### src/sacl_pkg.sv
/*
  Constants, field layouts and types shared by the suspend-aware clock output block.
  Assumes a single 10 MHz APB clock; all times are turned into cycles of that clock.
*/
package sacl_pkg;
	// Bus clock rate
	localparam int unsigned PCLK_HZ = 10_000_000;
	localparam int unsigned PCLK_MHZ = PCLK_HZ / 1_000_000;
	// Frequency plan of the reference and the multiplier
	localparam int unsigned REF_MHZ = 6;
	localparam int unsigned PLL_MULT = 8;
	localparam int unsigned PLL_MHZ = REF_MHZ * PLL_MULT;
	localparam int unsigned CLK_OUT_MIN_MHZ = 3;
	// Times as printed
	localparam int unsigned SUSPEND_DELAY_US = 2000;
	localparam int unsigned WAKE_DELAY_US = 500;
	localparam int unsigned SLOW_CLOCK_HZ = 100_000;
	localparam int unsigned DIP_FILTER_NS = 11_000;
	localparam int unsigned POR_EXT_NS = 1000;
	// Times as cycle counts
	localparam int unsigned SUSPEND_DELAY_CYC = SUSPEND_DELAY_US * PCLK_MHZ;
	localparam int unsigned WAKE_DELAY_CYC = WAKE_DELAY_US * PCLK_MHZ;
	localparam int unsigned DIP_CYC = (DIP_FILTER_NS * PCLK_MHZ + 999) / 1000;
	localparam int unsigned POR_EXT_CYC = (POR_EXT_NS * PCLK_MHZ + 999) / 1000;
	localparam int unsigned SLOW_HALF_CYC = PCLK_HZ / (2 * SLOW_CLOCK_HZ);
	localparam int unsigned PLL_LOCK_CYC = 16;
	// Counter widths
	localparam int unsigned CNT_W = 16;
	localparam int unsigned POR_W = 8;
	localparam int unsigned DIV_W = 4;
	// Register byte offsets
	localparam logic [11:0] HWCFG_OFFS = 12'h000;
	localparam logic [11:0] MODE_OFFS = 12'h004;
	localparam logic [11:0] STATUS_OFFS = 12'h008;
	// Field positions
	localparam int unsigned DIV_LSB = 0;
	localparam int unsigned SLOWDIS_POS = 4;
	localparam int unsigned RUN_POS = 5;
	localparam int unsigned SUSPREQ_POS = 0;
	// Reset values of the configuration fields
	localparam logic [3:0] DIV_RST = 4'h7;
	localparam logic RUN_RST = 1'b1;
	localparam logic SLOWDIS_RST = 1'b0;
	// Configuration carried from the register file to the clock logic
	typedef struct packed {
		logic slow_clock_disable;
		logic oscillator_run_bit;
		logic [3:0] clock_divide_factor;
	} sacl_hwcfg_t;
	// Source of the clock output
	typedef enum logic [1:0] {
		SACL_CLK_NORMAL,
		SACL_CLK_SLOW,
		SACL_CLK_STATIC
	} sacl_clkmode_t;
	// Suspend sequencing
	typedef enum logic [1:0] {
		SACL_AWAKE,
		SACL_ENTERING,
		SACL_SUSPENDED,
		SACL_RESUMING
	} sacl_state_t;
endpackage

### src/sacl_clock_ctrl.sv
/*
  Suspend-aware clock control: oscillator and PLL enables, suspend sequencing,
  programmable clock output, power-on reset filter and APB registers.
  Assumes an APB master on pclk; wake-up and supply-detect pins are asynchronous.
*/
//Function
//- PLL multiplies 6 MHz reference to 48 MHz
//- Clock output selectable 3 to 48 MHz; the generator divides the 10 MHz pclk instead, 5 MHz down to 312.5 kHz
//- Suspend turns oscillator and PLL off
//- Oscillator-run bit starts or stops oscillator
//- Four-bit divide field sets output frequency
//- Suspend with slow enabled gives 100 kHz
//- Suspend request pulse, outputs change after 2 ms
//- Wake-up pulse resumes after 0.5 ms delay
//- Supply dips over 11 us make reset
//- Reset starts high, extended after trip crossing
`timescale 1ns/1ps
module sacl_clock_ctrl #(
	parameter int unsigned SUSPEND_DELAY_CYC = sacl_pkg::SUSPEND_DELAY_CYC,
	parameter int unsigned WAKE_DELAY_CYC = sacl_pkg::WAKE_DELAY_CYC
) (
	// Clock and reset
	input wire logic pclk,
	input wire logic presetn,
	// APB slave
	input wire logic psel,
	input wire logic penable,
	input wire logic pwrite,
	input wire logic [11:0] paddr,
	input wire logic [31:0] pwdata,
	output logic [31:0] prdata,
	output logic pready,
	output logic pslverr,
	// Asynchronous pins
	input wire logic device_side_wakeup_in,
	input wire logic supply_above_trip_in,
	// Clock and power outputs
	output logic programmable_clock_out,
	output logic suspend_out,
	output logic oscillator_enable,
	output logic pll_enable,
	output logic internal_por
);
	// Register state
	sacl_pkg::sacl_hwcfg_t hwcfg_q; // Hardware configuration fields
	logic susp_req_q; // Suspend request bit
	logic susp_req_prev_q; // Request bit one cycle ago
	logic [31:0] prdata_q; // Read data
	logic pready_q; // Access phase answer
	logic pslverr_q; // Unmapped address answer
	// Suspend sequencing
	sacl_pkg::sacl_state_t state_q; // Suspend state
	logic [sacl_pkg::CNT_W-1:0] cnt_q; // Delay counter
	logic suspend_q; // Suspend output
	logic osc_en_q; // Oscillator enable
	logic pll_en_q; // PLL enable
	logic [sacl_pkg::CNT_W-1:0] lock_cnt_q; // PLL settling counter
	logic pll_locked_q; // PLL output usable
	// Synchronisers
	logic wake_meta_q; // First stage, wake-up
	logic wake_sync_q; // Second stage, wake-up
	logic wake_prev_q; // Edge detector, wake-up
	logic sup_meta_q; // First stage, supply detect
	logic sup_sync_q; // Second stage, supply detect
	// Power-on reset
	logic [sacl_pkg::POR_W-1:0] low_cnt_q; // Cycles of supply below trip
	logic [sacl_pkg::POR_W-1:0] ext_cnt_q; // Extension cycles served
	logic por_q; // Internal reset pulse
	// Clock output selection
	sacl_pkg::sacl_clkmode_t clk_mode; // Requested clock source
	logic clk_out; // Generator output flop

	// APB decode
	wire setup = psel && !penable;
	wire hit_hwcfg = (paddr == sacl_pkg::HWCFG_OFFS);
	wire hit_mode = (paddr == sacl_pkg::MODE_OFFS);
	wire hit_status = (paddr == sacl_pkg::STATUS_OFFS);
	wire mapped = hit_hwcfg || hit_mode || hit_status;
	wire wr_go = psel && penable && pready_q && pwrite && !pslverr_q;
	wire [sacl_pkg::DIV_W-1:0] wr_divide = pwdata[sacl_pkg::DIV_LSB +: sacl_pkg::DIV_W]; // Divide field written
	wire [31:0] hwcfg_rd = {26'h0, hwcfg_q.oscillator_run_bit, hwcfg_q.slow_clock_disable,
		hwcfg_q.clock_divide_factor};
	wire [31:0] mode_rd = {31'h0, susp_req_q};
	wire [31:0] status_rd = {25'h0, clk_mode, por_q, pll_locked_q, state_q, suspend_q};
	wire [31:0] rd_mux = hit_hwcfg ? hwcfg_rd : hit_mode ? mode_rd : hit_status ? status_rd : 32'h00000000;
	// Suspend request is the falling edge of the request bit
	wire susp_req_fall = susp_req_prev_q && !susp_req_q;
	wire wake_rise = wake_sync_q && !wake_prev_q;
	wire cnt_zero = (cnt_q == '0);
	wire awake_side = (state_q == sacl_pkg::SACL_AWAKE) || (state_q == sacl_pkg::SACL_ENTERING);
	wire osc_wanted = hwcfg_q.oscillator_run_bit && (state_q != sacl_pkg::SACL_SUSPENDED);

	// APB answer: zero wait states, data sampled in the setup cycle
	always_ff @(posedge pclk or negedge presetn) begin
		if (!presetn) begin
			pready_q <= 1'b0;
			pslverr_q <= 1'b0;
			prdata_q <= 32'h00000000;
		end else begin
			pready_q <= setup;
			pslverr_q <= setup && !mapped;
			prdata_q <= setup ? rd_mux : prdata_q;
		end
	end

	// Writable configuration
	always_ff @(posedge pclk or negedge presetn) begin
		if (!presetn) begin
			hwcfg_q.clock_divide_factor <= sacl_pkg::DIV_RST;
			hwcfg_q.slow_clock_disable <= sacl_pkg::SLOWDIS_RST;
			hwcfg_q.oscillator_run_bit <= sacl_pkg::RUN_RST;
			susp_req_q <= 1'b0;
		end else begin
			if (wr_go && hit_hwcfg) begin
				hwcfg_q.clock_divide_factor <= wr_divide;
				hwcfg_q.slow_clock_disable <= pwdata[sacl_pkg::SLOWDIS_POS];
				hwcfg_q.oscillator_run_bit <= pwdata[sacl_pkg::RUN_POS];
			end
			if (wr_go && hit_mode) begin
				susp_req_q <= pwdata[sacl_pkg::SUSPREQ_POS];
			end
		end
	end

	// Request edge history
	always_ff @(posedge pclk or negedge presetn) begin
		if (!presetn) begin
			susp_req_prev_q <= 1'b0;
		end else begin
			susp_req_prev_q <= susp_req_q;
		end
	end

	// Two-stage synchronisers and wake-up edge history
	always_ff @(posedge pclk or negedge presetn) begin
		if (!presetn) begin
			wake_meta_q <= 1'b0;
			wake_sync_q <= 1'b0;
			wake_prev_q <= 1'b0;
			sup_meta_q <= 1'b0;
			sup_sync_q <= 1'b0;
		end else begin
			wake_meta_q <= device_side_wakeup_in;
			wake_sync_q <= wake_meta_q;
			wake_prev_q <= wake_sync_q;
			sup_meta_q <= supply_above_trip_in;
			sup_sync_q <= sup_meta_q;
		end
	end

	// Suspend sequencer
	always_ff @(posedge pclk or negedge presetn) begin
		if (!presetn) begin
			state_q <= sacl_pkg::SACL_AWAKE;
			cnt_q <= '0;
			suspend_q <= 1'b0;
		end else begin
			unique case (state_q)
				sacl_pkg::SACL_AWAKE: begin
					// Request pulse starts the entry delay
					if (susp_req_fall) begin
						state_q <= sacl_pkg::SACL_ENTERING;
						cnt_q <= sacl_pkg::CNT_W'(SUSPEND_DELAY_CYC - 1);
					end
				end
				sacl_pkg::SACL_ENTERING: begin
					// A wake-up during the delay cancels the entry
					if (wake_rise) begin
						state_q <= sacl_pkg::SACL_AWAKE;
					end else if (cnt_zero) begin
						state_q <= sacl_pkg::SACL_SUSPENDED;
						suspend_q <= 1'b1;
					end else begin
						cnt_q <= cnt_q - 1'b1;
					end
				end
				sacl_pkg::SACL_SUSPENDED: begin
					// Wake-up starts the resume delay
					if (wake_rise) begin
						state_q <= sacl_pkg::SACL_RESUMING;
						cnt_q <= sacl_pkg::CNT_W'(WAKE_DELAY_CYC - 1);
					end
				end
				sacl_pkg::SACL_RESUMING: begin
					// Suspend output clears on return to awake; normal clock returns once the PLL is also settled
					if (cnt_zero) begin
						state_q <= sacl_pkg::SACL_AWAKE;
						suspend_q <= 1'b0;
					end else begin
						cnt_q <= cnt_q - 1'b1;
					end
				end
			endcase
		end
	end

	// Oscillator and PLL enables; PLL restarts during the resume delay
	always_ff @(posedge pclk or negedge presetn) begin
		if (!presetn) begin
			osc_en_q <= 1'b0;
			pll_en_q <= 1'b0;
		end else begin
			osc_en_q <= osc_wanted;
			pll_en_q <= osc_wanted;
		end
	end

	// PLL settling: the 48 MHz clock counts as usable after a fixed wait
	always_ff @(posedge pclk or negedge presetn) begin
		if (!presetn) begin
			lock_cnt_q <= '0;
			pll_locked_q <= 1'b0;
		end else if (!pll_en_q) begin
			lock_cnt_q <= '0;
			pll_locked_q <= 1'b0;
		end else if (lock_cnt_q == sacl_pkg::CNT_W'(sacl_pkg::PLL_LOCK_CYC - 1)) begin
			pll_locked_q <= 1'b1;
		end else begin
			lock_cnt_q <= lock_cnt_q + 1'b1;
		end
	end

	// Clock source: normal while awake and locked, slow or static in suspend
	assign clk_mode = (awake_side && pll_locked_q) ? sacl_pkg::SACL_CLK_NORMAL :
		(!awake_side && !hwcfg_q.slow_clock_disable) ? sacl_pkg::SACL_CLK_SLOW :
		sacl_pkg::SACL_CLK_STATIC;

	// Output generator, switching only after a low phase
	sacl_programmable_clock_out_gen u_programmable_clock_out (
		.pclk(pclk),
		.presetn(presetn),
		.mode(clk_mode),
		.divide(hwcfg_q.clock_divide_factor),
		.clk_out_q(clk_out)
	);

	// Power-on reset: dip filter then fixed extension after recovery
	always_ff @(posedge pclk or negedge presetn) begin
		if (!presetn) begin
			low_cnt_q <= '0;
			ext_cnt_q <= '0;
			por_q <= 1'b1;
		end else if (!sup_sync_q) begin
			ext_cnt_q <= '0;
			if (low_cnt_q == sacl_pkg::POR_W'(sacl_pkg::DIP_CYC)) begin
				por_q <= 1'b1;
			end else begin
				low_cnt_q <= low_cnt_q + 1'b1;
			end
		end else begin
			low_cnt_q <= '0;
			if (por_q && ext_cnt_q == sacl_pkg::POR_W'(sacl_pkg::POR_EXT_CYC - 1)) begin
				por_q <= 1'b0;
			end else if (por_q) begin
				ext_cnt_q <= ext_cnt_q + 1'b1;
			end
		end
	end

	// Outputs straight from flops
	assign prdata = prdata_q;
	assign pready = pready_q;
	assign pslverr = pslverr_q;
	assign programmable_clock_out = clk_out;
	assign suspend_out = suspend_q;
	assign oscillator_enable = osc_en_q;
	assign pll_enable = pll_en_q;
	assign internal_por = por_q;

	// Request falling edge loads the full entry delay
	AST_ENTRY_LOAD: assert property (@(posedge pclk) disable iff (!presetn)
		(state_q == sacl_pkg::SACL_AWAKE) && susp_req_fall |=>
		(state_q == sacl_pkg::SACL_ENTERING) && (cnt_q == sacl_pkg::CNT_W'(SUSPEND_DELAY_CYC - 1)))
		else $error("suspend entry delay not loaded");
	// Suspend output rises only when the entry delay ran out
	AST_ENTRY_DONE: assert property (@(posedge pclk) disable iff (!presetn)
		$rose(suspend_q) |-> ($past(state_q) == sacl_pkg::SACL_ENTERING) && ($past(cnt_q) == '0))
		else $error("suspend output rose early");
	// Oscillator and PLL are off one cycle into suspend
	AST_OSC_OFF: assert property (@(posedge pclk) disable iff (!presetn)
		(state_q == sacl_pkg::SACL_SUSPENDED) ##1 (state_q == sacl_pkg::SACL_SUSPENDED) |->
		!osc_en_q && !pll_en_q)
		else $error("oscillator running in suspend");
	// Run bit low stops the oscillator
	AST_RUN_BIT: assert property (@(posedge pclk) disable iff (!presetn)
		!hwcfg_q.oscillator_run_bit |=> !osc_en_q)
		else $error("oscillator enabled with run bit low");
	// Resume clears suspend only after the wake delay
	AST_WAKE_DONE: assert property (@(posedge pclk) disable iff (!presetn)
		$fell(suspend_q) |-> ($past(state_q) == sacl_pkg::SACL_RESUMING) && ($past(cnt_q) == '0))
		else $error("suspend output cleared early");
	// Wake-up in suspend loads the resume delay
	AST_WAKE_LOAD: assert property (@(posedge pclk) disable iff (!presetn)
		(state_q == sacl_pkg::SACL_SUSPENDED) && wake_rise |=>
		(state_q == sacl_pkg::SACL_RESUMING) && (cnt_q == sacl_pkg::CNT_W'(WAKE_DELAY_CYC - 1)))
		else $error("resume delay not loaded");
	// Reset pulse only after a dip longer than the filter
	AST_DIP_FILTER: assert property (@(posedge pclk) disable iff (!presetn)
		$rose(por_q) |-> $past(low_cnt_q) == sacl_pkg::POR_W'(sacl_pkg::DIP_CYC))
		else $error("reset pulse from a short dip");
	// Reset held for the extension after the supply recovers
	AST_POR_EXT: assert property (@(posedge pclk) disable iff (!presetn)
		$fell(por_q) |-> $past(sup_sync_q) && ($past(ext_cnt_q) == sacl_pkg::POR_W'(sacl_pkg::POR_EXT_CYC - 1)))
		else $error("reset released without extension");
	// Suspend source follows the slow-clock-disable bit
	AST_SUSP_SOURCE: assert property (@(posedge pclk) disable iff (!presetn)
		(state_q == sacl_pkg::SACL_SUSPENDED) |->
		(clk_mode == (hwcfg_q.slow_clock_disable ? sacl_pkg::SACL_CLK_STATIC : sacl_pkg::SACL_CLK_SLOW)))
		else $error("wrong clock source in suspend");

	// A wake-up during the entry delay returns to awake without suspending
	AST_ENTRY_ABORT: assert property (@(posedge pclk) disable iff (!presetn)
		(state_q == sacl_pkg::SACL_ENTERING) && wake_rise |=> (state_q == sacl_pkg::SACL_AWAKE) && !suspend_q)
		else $error("suspend entry not cancelled by wake-up");
	// The 48 MHz clock counts as usable only after the full settling wait
	AST_PLL_LOCK: assert property (@(posedge pclk) disable iff (!presetn)
		$rose(pll_locked_q) |-> $past(pll_en_q) && ($past(lock_cnt_q) == sacl_pkg::CNT_W'(sacl_pkg::PLL_LOCK_CYC - 1)))
		else $error("PLL declared usable early");
	// Normal source only while awake with a settled PLL
	AST_NORMAL_SOURCE: assert property (@(posedge pclk) disable iff (!presetn)
		(clk_mode == sacl_pkg::SACL_CLK_NORMAL) |-> awake_side && pll_locked_q && $past(pll_en_q))
		else $error("normal clock source without a running PLL");
	// A configuration write lands in the divide field at the access edge
	AST_DIV_WRITE: assert property (@(posedge pclk) disable iff (!presetn)
		wr_go && hit_hwcfg |=> (hwcfg_q.clock_divide_factor == $past(wr_divide)))
		else $error("divide factor write lost");
	// Run bit high while awake keeps oscillator and PLL running
	AST_RUN_ON: assert property (@(posedge pclk) disable iff (!presetn)
		hwcfg_q.oscillator_run_bit && awake_side |=> osc_en_q && pll_en_q)
		else $error("oscillator stopped with run bit high");
	// The reset pulse stays up while the supply is still low
	AST_POR_HOLD: assert property (@(posedge pclk) disable iff (!presetn)
		por_q && !sup_sync_q |=> por_q)
		else $error("reset pulse dropped with supply low");

	COV_ENTER: cover property (@(posedge pclk) disable iff (!presetn) $rose(suspend_q));
	COV_RESUME: cover property (@(posedge pclk) disable iff (!presetn) $fell(suspend_q));
	COV_ABORT: cover property (@(posedge pclk) disable iff (!presetn)
		(state_q == sacl_pkg::SACL_ENTERING) && wake_rise);
	COV_DIP: cover property (@(posedge pclk) disable iff (!presetn) $rose(por_q));
endmodule

### src/sacl_programmable_clock_out_gen.sv
/*
  Clock output generator: divided normal clock, slow suspend clock or static low.
  Assumes mode and divide come from logic on the same clock.
*/
`timescale 1ns/1ps
module sacl_programmable_clock_out_gen (
	// Clock and reset
	input wire logic pclk,
	input wire logic presetn,
	// Selection
	input wire sacl_pkg::sacl_clkmode_t mode,
	input wire logic [3:0] divide,
	// Clock output
	output logic clk_out_q
);
	sacl_pkg::sacl_clkmode_t cur_mode_q; // Mode in force
	logic [3:0] cur_div_q; // Divide in force
	logic [sacl_pkg::CNT_W-1:0] cnt_q; // Cycles left in this phase
	logic [sacl_pkg::CNT_W-1:0] cur_load; // Reload for the mode in force
	logic [sacl_pkg::CNT_W-1:0] new_load; // Reload for the requested mode
	wire boundary = (cnt_q == '0); // Phase ends this cycle
	wire adopt = boundary && !clk_out_q; // Only at end of a low phase

	// Half period: divide+1 cycles for normal, fixed count for slow
	assign cur_load = (cur_mode_q == sacl_pkg::SACL_CLK_SLOW) ?
		sacl_pkg::CNT_W'(sacl_pkg::SLOW_HALF_CYC - 1) : sacl_pkg::CNT_W'(cur_div_q);
	assign new_load = (mode == sacl_pkg::SACL_CLK_SLOW) ?
		sacl_pkg::CNT_W'(sacl_pkg::SLOW_HALF_CYC - 1) : sacl_pkg::CNT_W'(divide);

	// Selection changes only after a low phase, so no high pulse is cut
	always_ff @(posedge pclk or negedge presetn) begin
		if (!presetn) begin
			cur_mode_q <= sacl_pkg::SACL_CLK_STATIC;
			cur_div_q <= sacl_pkg::DIV_RST;
		end else if (adopt) begin
			cur_mode_q <= mode;
			cur_div_q <= divide;
		end
	end

	// Phase counter and output toggle
	always_ff @(posedge pclk or negedge presetn) begin
		if (!presetn) begin
			cnt_q <= '0;
			clk_out_q <= 1'b0;
		end else if (!boundary) begin
			cnt_q <= cnt_q - 1'b1;
		end else if (clk_out_q) begin
			// High phase over, low phase of equal length
			clk_out_q <= 1'b0;
			cnt_q <= cur_load;
		end else if (mode == sacl_pkg::SACL_CLK_STATIC) begin
			// Held low, checked every cycle
			clk_out_q <= 1'b0;
		end else begin
			clk_out_q <= 1'b1;
			cnt_q <= new_load;
		end
	end

	// Every high phase starts with the full count of the mode in force
	AST_FULL_HIGH: assert property (@(posedge pclk) disable iff (!presetn)
		$rose(clk_out_q) |-> (cnt_q == cur_load) && (cur_mode_q != sacl_pkg::SACL_CLK_STATIC))
		else $error("clock output high phase started short");
	// Static mode keeps the output low
	AST_STATIC_LOW: assert property (@(posedge pclk) disable iff (!presetn)
		(mode == sacl_pkg::SACL_CLK_STATIC) && !clk_out_q |=> !clk_out_q)
		else $error("clock output toggled in static mode");
	COV_SLOW_TOGGLE: cover property (@(posedge pclk) disable iff (!presetn)
		$rose(clk_out_q) && (cur_mode_q == sacl_pkg::SACL_CLK_SLOW));
endmodule

### config.mk
export PLATFORM = sky130hd
export DESIGN_NAME = sacl_clock_ctrl
export DESIGN_NICKNAME = d
export VERILOG_FILES = /design/src/sacl_pkg.sv /design/src/sacl_clock_ctrl.sv /design/src/sacl_programmable_clock_out_gen.sv
export SDC_FILE = /design/constraint.sdc
export NUM_CORES = 1
export LEC_CHECK = 0
export ABC_CLOCK_PERIOD_IN_PS = 5100
export BUFFER_PORTS_ARGS = -buffer_cell sky130_fd_sc_hd__buf_2
export CORE_ASPECT_RATIO = 1.4
export CORE_MARGIN = 2
export CORE_UTILIZATION = 61
export DETAILED_ROUTE_END_ITERATION = 16
export GPL_ROUTABILITY_DRIVEN = 0
export PLACE_DENSITY_LB_ADDON = 0.15
export SETUP_SLACK_MARGIN = 0.2
export SLEW_MARGIN = 15
export SYNTH_ARGS = -nofsm -noshare
export SYNTH_HDL_FRONTEND = slang
export SYNTH_SLANG_ARGS = --single-unit
### constraint.sdc
create_clock -name pclk -period 5.1 [get_ports pclk]
set_input_delay 0.255 -clock pclk [delete_from_list [all_inputs] [get_ports pclk]]
set_output_delay 0.255 -clock pclk [all_outputs]
set_load 0.01 [all_outputs]
Word level (Yosys, flattened, before mapping). Index checks and enable logic that the tools add are counted. Widths: inputs -> output; s select.

ROM bits: 0. Flip-flop bits (word level): 124. RAM bits: 0. Latch bits: 0. Word-level logic and storage cells: 132. Memories kept: 0. Output and inout port bits: 39. Bits of input ports: 51.

$mul: 0. Reductions and logical operators: 37. Div/mod/pow operators: 0. $lt $le $gt $ge: 0. Add/subtract/negate cells: 5. Mux-type cells: 39. Shift operators: 0. Bitwise logic cells: 0. Eq/ne operators: 25.

Operators by type and width (number): $mux 16 (9); $pmux 16 s4 (1); $mux 8 (5); $logic_not 16->1 (2); $sub 16x1->16 const B (2); $mux 7 (3); $ne 2x2->1 const B (9); $add 16x1->16 const B (1); $add 8x1->8 const B (2); $eq 16x4->1 const B (1); $logic_and 1x1->1 (15); $mux 2 (7); $eq 12x3->1 const B (1); $eq 12x4->1 const B (1); $logic_not 12->1 (1); $mux 6 (2); $mux 1 (10); $eq 8x4->1 const B (1); $eq 8x7->1 const B (1); $logic_not 1->1 (8); $pmux 2 s4 (1); $reduce_and 4->1 (2); $eq 2x1->1 const B (3); $eq 2x2->1 const B (3); other kinds (9) (15).

Logic depth before layout (Yosys ltp). Gate-level depths: netlist (run 1).

Word-level depth: 11. Gate-level depth with buffers: 8.

Modules after synthesis. From an unflattened synthesis (run 1), not the netlist that was laid out.

Cell total of the unflattened synthesis: 534. Area, all modules: 5351.4 um^2.

By module, submodules not included: sacl_clock_ctrl (cells each 411, sequential area each 1908.1 um^2, area an instance 4051.4 um^2, instances 1); sacl_programmable_clock_out_gen (cells each 123, sequential area each 580.6 um^2, area an instance 1300.0 um^2, instances 1).

Worst setup path before layout (run 1). Ideal clock, no wire load.

Path type: reg-to-reg. From: register u_programmable_clock_out.cnt_q[6] (netlist name). To: register u_programmable_clock_out.cnt_q[2] (netlist name). Setup slack: 2.789 ns. Clock period less this slack: 2.311 ns. Stages on the path, launching flop included: 7. Required time: 4.981 ns. Arrival: 2.193 ns. Path buffers: 1. Setup time: 0.119 ns. Cell sequence: dfrtp_1 > or4_4 > or4_1 > buf_2 > nor2_2 > mux2_2 > o21a_1.

Word-level cells in the longest chain between the ends: 2. Elaborated cells on any way between the ends: 3. Classes of those cells: 1 x eq/ne; 1 x mux; 1 x reduce/logical.

RTL lines: start: declaration (RTL line sacl_programmable_clock_out_gen.sv:18) `logic [sacl_pkg::CNT_W-1:0] cnt_q;`; start signal: assignment (RTL line sacl_programmable_clock_out_gen.sv:47) `cnt_q <= cnt_q - 1'b1;`; start signal: assignment (RTL line sacl_programmable_clock_out_gen.sv:51) `cnt_q <= cur_load;`; start signal: assignment (RTL line sacl_programmable_clock_out_gen.sv:57) `cnt_q <= new_load;`; $logic_not 16->1 * (RTL line sacl_programmable_clock_out_gen.sv:21) `wire boundary = (cnt_q == '0);`; $ne 3x2->1 (no line) / $mux 16 (equally long branches).

Mark *: on every way between the ends. The rest lies on a longest branch, timed or not. A chain may end at the register's enable or synchronous reset.

Worst setup path after layout (run 1). Same ends and word-level chain as after synthesis.

==> results.cfg, run 1 <==
[hold_path]
min_path_type = input pin to register
hold_depth = 2

[floorplan]
rows = 39
initial_core_util_pct = 62.8
die_h_um = 113
dieArea_mm2 = 0.00920
core_area_mm2 = 0.00820
io_pins = 90
die_w_um = 81.6

[timing]
worst_slack_ps = 2300
hold_violations = 0
fin_setup_tns_ps = 0
timing.final.crit_share_pct = 54.8
min_period_ps = 2800
rsz0062_at_grt = false
finalSetupViolCount = 0
tightest_slew_ps = 927
fmax_mhz = 358
final-max-slew-violation-count = 0
fin_worst_skew_ps = 7.83
slew_headroom_pct = 38.2

[worst_setup_path]
path_cells = or4_4 -> or4_1 -> nor2_2 -> mux2_2 -> o21a_1
critPathArrivalTime_ps = 3040
setup.worst_path.class = register to register
worst-path-buf-inv = 0
end_kind = register
reg2regPathDepth = 5
cpPeakStageDelay_ps = 630
cp.depth = 5
crit_family = simple AND/OR/NAND/NOR gates
cpMaxStageDelayCell = or4_1
worstPathRequired_ps = 5340
startpoint_type = register
cp_max_fo = 13

[cells_and_area]
final_common_cell = dfrtp_1
drive_above_1_share_pct = 16.5
final_nets = 613
final_cell_area_mm2 = 0.00574
multi_input_area_mm2 = 0.00244
seq_area_mm2 = 0.00249
fill_cells = 632
area_growth_syn_to_layout_pct = 11.6
final_cell_mix = dfrtp_1 (90), nor2_1 (40), nand2_1 (40)
antenna_cells = 0

[routing]
wl_per_cell_um = 15.3
drc_errors = 0
drtPass1Iterations = 5
wl_um = 10100
drtIter0Drc = 210
detail-route-antenna-nets = 0
vias = 3824
avgViaCountPerCell = 5.79

[logic_synthesis]
syn_area_mm2 = 0.00514
postSynthAreaPerCell_um2 = 10.0
ys.flop_type = dfrtp_1
post-synth-top-area-fraction_pct = 43.8
netlist_instances = 512
yosysUniqueCellTypes = 62
yosysSeqAreaShare_pct = 48.4
synth_edf_count = 0
yosysWarningCount = 0
yosysTopAreaCell = dfrtp_1
ys_seq_elements = 99
synth_area_leaders = dfrtp_1 (44%), dfstp_2 (4.6%), buf_4 (3.9%)
async_reset_ff_share_pct = 100

[global_route]
grt_max_degree = 77
gr-usage-all-layers_pct = 24.0
met3_usage_pct = 5.39
antenna_found_initial = 0
use_met2_pct = 39.1
grt_pass1_vias = 3849
met1_usage_pct = 30.9
grt-busiest-layer = met2
grt_first_pass_wirelength_um = 17200
grt-ovfl-total = 0

[place]
dp_slack_ps = 2310
place_area_mm2 = 0.00533
hpwl_um = 6800
numPortBuffers = 38

[cts]
cts_num_sinks = 99
clock_latency_ps = 350
post_cts_resized = 0
cts_max_level = 3
clk_pin_slew_ps = 70
cts_tree = done
hold_buffers = 1
cts_buffer_depth = 2
cts-root-buf = clkbuf_16
cts_buffers = 9
cts_setup_buffers = 0

[power_and_ir_drop]
powerDensity_mw_per_mm2 = 407
p_leak_nw = 2.58
vdd_drop_max_uv = 341

[status]
outcome = completed

[run]
maxCapViolations = 0
synth_stat cells, types with 2 or more instances:
cell type and number:
dfstp_2 9, o22ai_1 2, o31ai_1 7, a21boi_0 6, nand4b_1 2, nor3b_1 2
mux2_2 14, dfrtp_1 90, nor3_1 10, clkbuf_1 8, o31a_1 2, o211a_1 3
nand2_1 40, mux2i_1 12, or4_4 2, or2_2 3, xnor2_1 16, o211ai_1 4
or3_1 14, nand3_1 12, o21ai_0 30, a21oi_1 17, inv_1 17, nand2b_1 7
or4b_2 2, xor2_1 14, and3_1 7, nand4_1 12, ha_1 9, nor4_1 12
nor2_1 40, or4_1 5, o21a_1 2, buf_4 27, a221o_1 2, and2_1 16
nor2b_1 10
kinds of logic (layout without fill, tap and decap cells):
group / count (synthesis) / in the layout / share of synthesized area [%]
XOR/XNOR: 30 / 30 / 5.11
AO/OA/AOI/OAI: 89 / 89 / 11.2
AND/OR/NAND/NOR: 205 / 205 / 21.8
buffers and inverters: 53 / 75 / 5.86
adder cells (fa/ha/maj): 9 / 9 / 2.19
multiplexers: 26 / 26 / 5.40
flip-flops: 99 / 99 / 48.4
other: 1 / 25 / 0.0729
registers in the layout, summed over array words and instances (netlist names), 2 cells and up, named ones only:
register	flops
ext_cnt_q	8
cnt_q	16
prdata	7
u_programmable_clock_out.cur_div_q	4
lock_cnt_q	16
u_programmable_clock_out.cnt_q	16
hwcfg_q	6
low_cnt_q	8
u_programmable_clock_out.cur_mode_q	2
layout make-up:
class | instances | area share, %
multi-input cells | 384 | 42.6
well taps | 102 | 2.22
clock buffers | 10 | 3.99
clock inverters | 6 | 2.77
repair buffers | 42 | 4.01
flip-flops and latches | 99 | 43.3
inverters | 17 | 1.11
where the power goes:
group | total, W | switching, W | internal (W)
combinational | 0.000421 | 0.000232 | 0.000189
clock | 0.000878 | 0.000298 | 0.000580
sequential | 0.00104 | 0.000137 | 0.000902
stage by stage:
| step | util (%) | hold slack, ps | power [W] | instances |
|---|---|---|---|---|
| floorplan | - | -40.6 | 0.00135 | 536 |
| global placement | 65.0 | 170 | 0.00144 | 641 |
| detailed placement | 65.0 | 175 | 0.00147 | 641 |
| CTS | 69.8 | 3.28 | 0.00235 | 658 |
| global route | 70.1 | 142 | 0.00247 | 660 |
| finish | 70.1 | 144 | 0.00234 | 660 |
worst reg2reg max path, cell delays in order, from the launching register on:
cell	delay, ps
dfrtp_1	420
or4_4	570
or4_1	630
nor2_2	500
mux2_2	400
o21a_1	170
layer usage:
layer / vias up / part of all wire [%]
met3: 12 / 4.2
met4: 0 / 1.4
li1: 1844 / -
met2: 79 / 51
met5: - / 0
met1: 1889 / 43
final timing paths:
path	endpoint	from	slack, ps
setup / recovery	u_programmable_clock_out.cnt_q[2]$_DFFE_PN0P_	u_programmable_clock_out.cnt_q[6]$_DFFE_PN0P_	2300
hold / removal	hwcfg_q[3]$_DFFE_PN0P_	pwdata[3]	140
setup reg to reg	u_programmable_clock_out.cnt_q[2]$_DFFE_PN0P_	u_programmable_clock_out.cnt_q[6]$_DFFE_PN0P_	2300
hold reg to reg	wake_sync_q$_DFF_PN0_	wake_meta_q$_DFF_PN0_	350
max in group asynchronous	u_programmable_clock_out.cnt_q[12]$_DFFE_PN0P_	presetn	3530
min in group asynchronous	lock_cnt_q[12]$_DFFE_PN0P_	presetn	340
(Power assumes the default switching activity.)
==> run 2, diff against run 1 <==
--- a/config.mk
+++ b/config.mk
@@ -5,11 +5,11 @@
 export SDC_FILE = /design/constraint.sdc
 export NUM_CORES = 1
 export LEC_CHECK = 0
-export ABC_CLOCK_PERIOD_IN_PS = 5100
+export ABC_CLOCK_PERIOD_IN_PS = 2300
 export BUFFER_PORTS_ARGS = -buffer_cell sky130_fd_sc_hd__buf_2
 export CORE_ASPECT_RATIO = 1.4
 export CORE_MARGIN = 2
-export CORE_UTILIZATION = 61
+export CORE_UTILIZATION = 51
 export DETAILED_ROUTE_END_ITERATION = 16
 export GPL_ROUTABILITY_DRIVEN = 0
 export PLACE_DENSITY_LB_ADDON = 0.15
==> constraint.sdc (replaced) <==
create_clock -name pclk -period 2.3 [get_ports pclk]
set_input_delay 0.115 -clock pclk [delete_from_list [all_inputs] [get_ports pclk]]
set_output_delay 0.115 -clock pclk [all_outputs]
set_load 0.01 [all_outputs]
==> run 2 against run 1 <==
Effect of this change:
- die area is 19% higher
- combinational power rose to 2.9 times the previous value
- highest routed layer unchanged
- final area rose by 6.1%
- largest power group unchanged
==> results.cfg, run 2 (synthesized netlist as in run 1, its figures left out) <==
[timing]
slew_headroom_pct = 53.5
timing.final.crit_share_pct = 94.1
min_period_ps = 2160
fmax_mhz = 462
hold_violations = 0
finalSetupViolCount = 0
fin_worst_skew_ps = 6.85
fin_setup_tns_ps = 0
rsz0062_at_grt = true
tightest_slew_ps = 698
final-max-slew-violation-count = 0

[global_route]
antenna_found_initial = 0
grt_first_pass_wirelength_um = 18400
grt_max_degree = 55
grt-ovfl-total = 0
gr-usage-all-layers_pct = 21.8
grt_pass1_vias = 4033

[hold_path]
min_from = pwdata[1]
min_path_type = input pin to register

[worst_setup_path]
cp.depth = 5
critPathArrivalTime_ps = 2400
reg2regPathDepth = 5
cp-endpoint = u_programmable_clock_out.cur_mode_q[0]$_DFFE_PN0P_
crit_path_frequent_cell = or4_4
end_kind = register
worstReg2RegStart = u_programmable_clock_out.cnt_q[9]$_DFFE_PN0P_
cpPeakStageDelay_ps = 550
startpoint_type = register
cpMaxStageDelayCell = or4_4
rr_endpoint = u_programmable_clock_out.cur_mode_q[0]$_DFFE_PN0P_
critPathLaunch = u_programmable_clock_out.cnt_q[9]$_DFFE_PN0P_
path_cells = or4_4 -> or4_4 -> nor3_4 -> buf_12 -> mux2_4
cp_max_fo = 6
worst-r2r-setup-slack_ps = 140
worstPathRequired_ps = 2540
worst-path-buf-inv = 1
setup.worst_path.class = register to register
crit_family = simple AND/OR/NAND/NOR gates

[cts]
cts_buffers = 9
clk_pin_slew_ps = 70
cts_max_level = 3
cts_buffer_depth = 2
cts_tree = done
clock_latency_ps = 350
cts-root-buf = clkbuf_16
cts_num_sinks = 99

[cells_and_area]
final_common_cell = dfrtp_1
area_growth_syn_to_layout_pct = 18.4
drive_above_1_share_pct = 22.7
reg.largest.list = cnt_q (16), lock_cnt_q (16), u_programmable_clock_out.cnt_q (16)
instances_no_fill = 722
final_nets = 642
antenna_cells = 0
fill_cells = 826
final_cell_mix = dfrtp_1 (90), nand2_1 (40), nor2_1 (39)

[routing]
detail-route-antenna-nets = 0
wl_um = 11000
drtIter0Drc = 148
routed.top_layer = met4
drtPass1Iterations = 5
wl_met2_um = 5850
wl_met3_um = 316
avgViaCountPerCell = 5.45
wl_per_cell_um = 15.2
m1WireLength_um = 4570
drc_errors = 0
vias = 3935

[place]
numPortBuffers = 38
hpwl_um = 7730
post-place-cells = 692

[floorplan]
rows = 43
io_pins = 90
core_area_mm2 = 0.00985
die_w_um = 88.9
die_h_um = 123
dieArea_mm2 = 0.0109
initial_core_util_pct = 52.3

[run]
maxCapViolations = 0

[power_and_ir_drop]
powerDensity_mw_per_mm2 = 876
total_power_w = 0.00534
p_leak_nw = 2.74
vdd_drop_max_uv = 488

[status]
outcome = completed
## run 2: changes by cell type in the layout (fill, tap and decap cells not counted), moves of 2 or more
cell	before	now
buf_4	2	29
mux2_2	14	8
mux2_4	0	6
o21ai_0	30	27
clkinv_4	0	2
inv_1	17	15
inv_2	0	2
nor2_4	0	2
o21ai_1	1	3
## run 2: worst min-delay path by stage
stage / to / slack [ps] / cells after the start
floorplan: async pin / -180 / 0
global placement: pready$_DFF_PN0_ / 200 / 1
detailed placement: pready$_DFF_PN0_ / 220 / 1
CTS: hwcfg_q[5]$_DFFE_PN0P_ / 1 / 2
global route: hwcfg_q[3]$_DFFE_PN0P_ / 6 / 2
finish: hwcfg_q[1]$_DFFE_PN1P_ / 9 / 2
## run 2: repair_timing
item / in CTS / in global routing
endpoints found under the hold margin: 45 / 0
setup endpoints to repair: 19 / 25
hold buffers: 3 / 0
pin swaps: 2 / 4
gates resized for setup: 4 / 14
buffers inserted: 6 / 5
## run 2: layer usage
layer | GRT usage (%) | vias to the layer above
met3 | 3.56 | 20
met1 | 25.5 | 1950
met4 | 9.09 | 0
met2 | 38.9 | 62
met5 | 0 | -
li1 | - | 1903
## run 2: cell type report
cell class / instances / area (um^2) / share of cell area, %
clock buffers: 9 / 225 / 3.70
repair buffers: 71 / 464 / 7.62
multi-input cells: 384 / 2530 / 41.6
well taps: 135 / 169 / 2.77
flip-flops and latches: 99 / 2490 / 40.9
clock inverters: 7 / 149 / 2.44
inverters: 17 / 63.8 / 1.05
## run 2: report_power, final
part / internal (W) / switching, W / total [W]
Clock: 0.00118 / 0.000693 / 0.00188
Sequential: 0.00200 / 0.000260 / 0.00226
Combinational: 0.000563 / 0.000635 / 0.00120
## run 2: worst reg2reg max path, stage by stage, from the launching register on
cell     delay, ps
dfrtp_1        380
or4_4          550
or4_4          490
nor3_4         180
buf_12         150
mux2_4         300
## run 2: stage by stage
step | hold WS, ps | instance area (um^2) | util, % | setup WS (ps)
after floorplan | -181 | 5280 | - | 37.2
after global placement | 203 | 5550 | 56.4 | 88.0
after detailed placement | 217 | 5550 | 56.4 | 65.2
after CTS | 1.44 | 6010 | 61.0 | 125
after global routing | 5.64 | 6090 | 61.9 | 78.5
final | 8.73 | 6090 | 61.9 | 136
==> run 3, diff against run 2 <==
--- a/config.mk
+++ b/config.mk
@@ -5,13 +5,14 @@
 export SDC_FILE = /design/constraint.sdc
 export NUM_CORES = 1
 export LEC_CHECK = 0
-export ABC_CLOCK_PERIOD_IN_PS = 2300
+export ABC_CLOCK_PERIOD_IN_PS = 2520
 export BUFFER_PORTS_ARGS = -buffer_cell sky130_fd_sc_hd__buf_2
 export CORE_ASPECT_RATIO = 1.4
 export CORE_MARGIN = 2
-export CORE_UTILIZATION = 51
+export CORE_UTILIZATION = 61
 export DETAILED_ROUTE_END_ITERATION = 16
 export GPL_ROUTABILITY_DRIVEN = 0
+export MAX_ROUTING_LAYER = met4
 export PLACE_DENSITY_LB_ADDON = 0.15
 export SETUP_SLACK_MARGIN = 0.2
 export SLEW_MARGIN = 15
==> constraint.sdc (replaced) <==
create_clock -name pclk -period 2.52 [get_ports pclk]
set_input_delay 0.126 -clock pclk [delete_from_list [all_inputs] [get_ports pclk]]
set_output_delay 0.126 -clock pclk [all_outputs]
set_load 0.01 [all_outputs]
==> run 3 against run 2 <==
Effect of this change:
- global-route usage rose by 2.3 points
- first-iteration DRC count grew 65%
- largest power group unchanged
- worst hold slack is essentially flat
- critical path type unchanged
- register-to-register slack improved by 98 ps
==> results.cfg, run 3 (synthesized netlist as in run 1, its figures left out) <==
[floorplan]
core_area_mm2 = 0.00820
io_pins = 90
initial_core_util_pct = 62.8
rows = 39
dieArea_mm2 = 0.00920
die_w_um = 81.6
die_h_um = 113

[place]
hpwl_um = 7010
numPortBuffers = 38
post-place-cells = 654

[cells_and_area]
seq_area_mm2 = 0.00249
reg.largest.list = cnt_q (16), lock_cnt_q (16), u_programmable_clock_out.cnt_q (16)
multi_input_area_mm2 = 0.00248
final_nets = 629
final_cell_mix = dfrtp_1 (90), nor2_1 (40), nand2_1 (40)
instances_no_fill = 676
area_growth_syn_to_layout_pct = 13.1
drive_above_1_share_pct = 19.2
final_common_cell = dfrtp_1
fill_cells = 626
antenna_cells = 0

[cts]
cts_buffer_depth = 2
cts_num_sinks = 99
cts_tree = done
cts_max_level = 3
clk_pin_slew_ps = 70
clock_latency_ps = 350
cts-root-buf = clkbuf_16
cts_buffers = 9

[hold_path]
min_path_type = input pin to register
min_from = pwdata[4]

[timing]
fin_worst_skew_ps = 9.83
fmax_mhz = 437
timing.final.crit_share_pct = 90.7
finalSetupViolCount = 0
final-max-slew-violation-count = 0
slew_headroom_pct = 51.4
tightest_slew_ps = 721
rsz0062_at_grt = true
hold_violations = 0
min_period_ps = 2290
fin_setup_tns_ps = 0

[routing]
avgViaCountPerCell = 5.71
vias = 3863
drc_errors = 0
drtPass1Iterations = 6
detail-route-antenna-nets = 0
drtIter0Drc = 244
wl_per_cell_um = 14.6
wl_um = 9880

[worst_setup_path]
worstPathRequired_ps = 2760
worstReg2RegStart = u_programmable_clock_out.cnt_q[7]$_DFFE_PN0P_
critPathArrivalTime_ps = 2520
critPathLaunch = u_programmable_clock_out.cnt_q[7]$_DFFE_PN0P_
startpoint_type = register
cp_max_fo = 7
setup.worst_path.class = register to register
end_kind = register

[global_route]
grt_max_degree = 53
grt-ovfl-total = 0
grt_first_pass_wirelength_um = 16700
grt_pass1_vias = 3781
antenna_found_initial = 0
gr-usage-all-layers_pct = 24.1

[run]
maxCapViolations = 0

[status]
outcome = completed

[power_and_ir_drop]
vdd_drop_max_uv = 524
powerDensity_mw_per_mm2 = 759
p_leak_nw = 2.64
-- run 3: cell count changes in the layout (fill, tap and decap cells not counted), moves of 2 or more --
cell       previous run  this run
inv_2                 2         0
bufinv_16             4         1
nor2_4                2         0
inv_1                15        17
o21ai_0              27        29
mux2_4                6         0
mux2_2                8        14
clkbuf_1              0         2
buf_4                29        16
-- run 3: layer usage --
metal	global-route usage, %	share of wire, %
met5	-	0
met4	10.7	2.2
met3	4.18	3.5
met2	37.7	50
met1	30.6	44
-- run 3: path summary, 6_finish.rpt --
path,endpoint,slack [ps],depth (start not counted)
max in group asynchronous,hwcfg_q[1]$_DFFE_PN1P_,1510,3
min in group asynchronous,lock_cnt_q[15]$_DFFE_PN0P_,340,2
max,u_programmable_clock_out.cur_mode_q[0]$_DFFE_PN0P_,230,5
max reg2reg,u_programmable_clock_out.cur_mode_q[0]$_DFFE_PN0P_,230,5
min reg2reg,wake_sync_q$_DFF_PN0_,350,0
min,hwcfg_q[5]$_DFFE_PN0P_,9,2
-- run 3: timing repair --
item | 4_1_cts | 5_1_grt
resized for setup | 1 | 6
buffers inserted | 1 | 2
setup endpoints to repair | 7 | 10
hold buffers | 3 | 0
pin swaps | 1 | 2
endpoints found under the hold margin | 49 | 0
-- run 3: metrics by stage --
| stage | area, um^2 | util, % | hold slack (ps) | power, W | setup WS (ps) |
|---|---|---|---|---|---|
| after global routing | 5820 | 71.0 | 7.90 | 0.00469 | 159 |
| after global placement | 5440 | 66.3 | 194 | 0.00297 | 144 |
| after detailed placement | 5440 | 66.3 | 193 | 0.00301 | 119 |
| after CTS | 5770 | 70.4 | 5.10 | 0.00439 | 219 |
| final | 5820 | 71.0 | 8.96 | 0.00442 | 234 |
| after floorplan | 5240 | - | -170 | 0.00274 | 209 |
-- run 3: power breakdown --
part / internal, W / total (W) / switching, W
logic: 0.000443 / 0.000973 / 0.000531
clock network: 0.000797 / 0.00138 / 0.000579
registers: 0.00183 / 0.00207 / 0.000241
total: 0.00307 / 0.00442 / 0.00135
-- run 3: area by class of cell --
cell class	count	area share, %
clock inverter	4	0.881
clock buffer	12	4.23
tap	102	2.19
timing repair buffer	58	6.30
sequential	99	42.8
multi-input combinational	384	42.5
inverter	17	1.10
-- run 3: worst max-delay path, cell delays in order (launching register included) --
cell     delay (ps)
dfrtp_1         410
or4_4           540
or4_4           580
nor3_4          150
buf_6           160
mux2_2          330
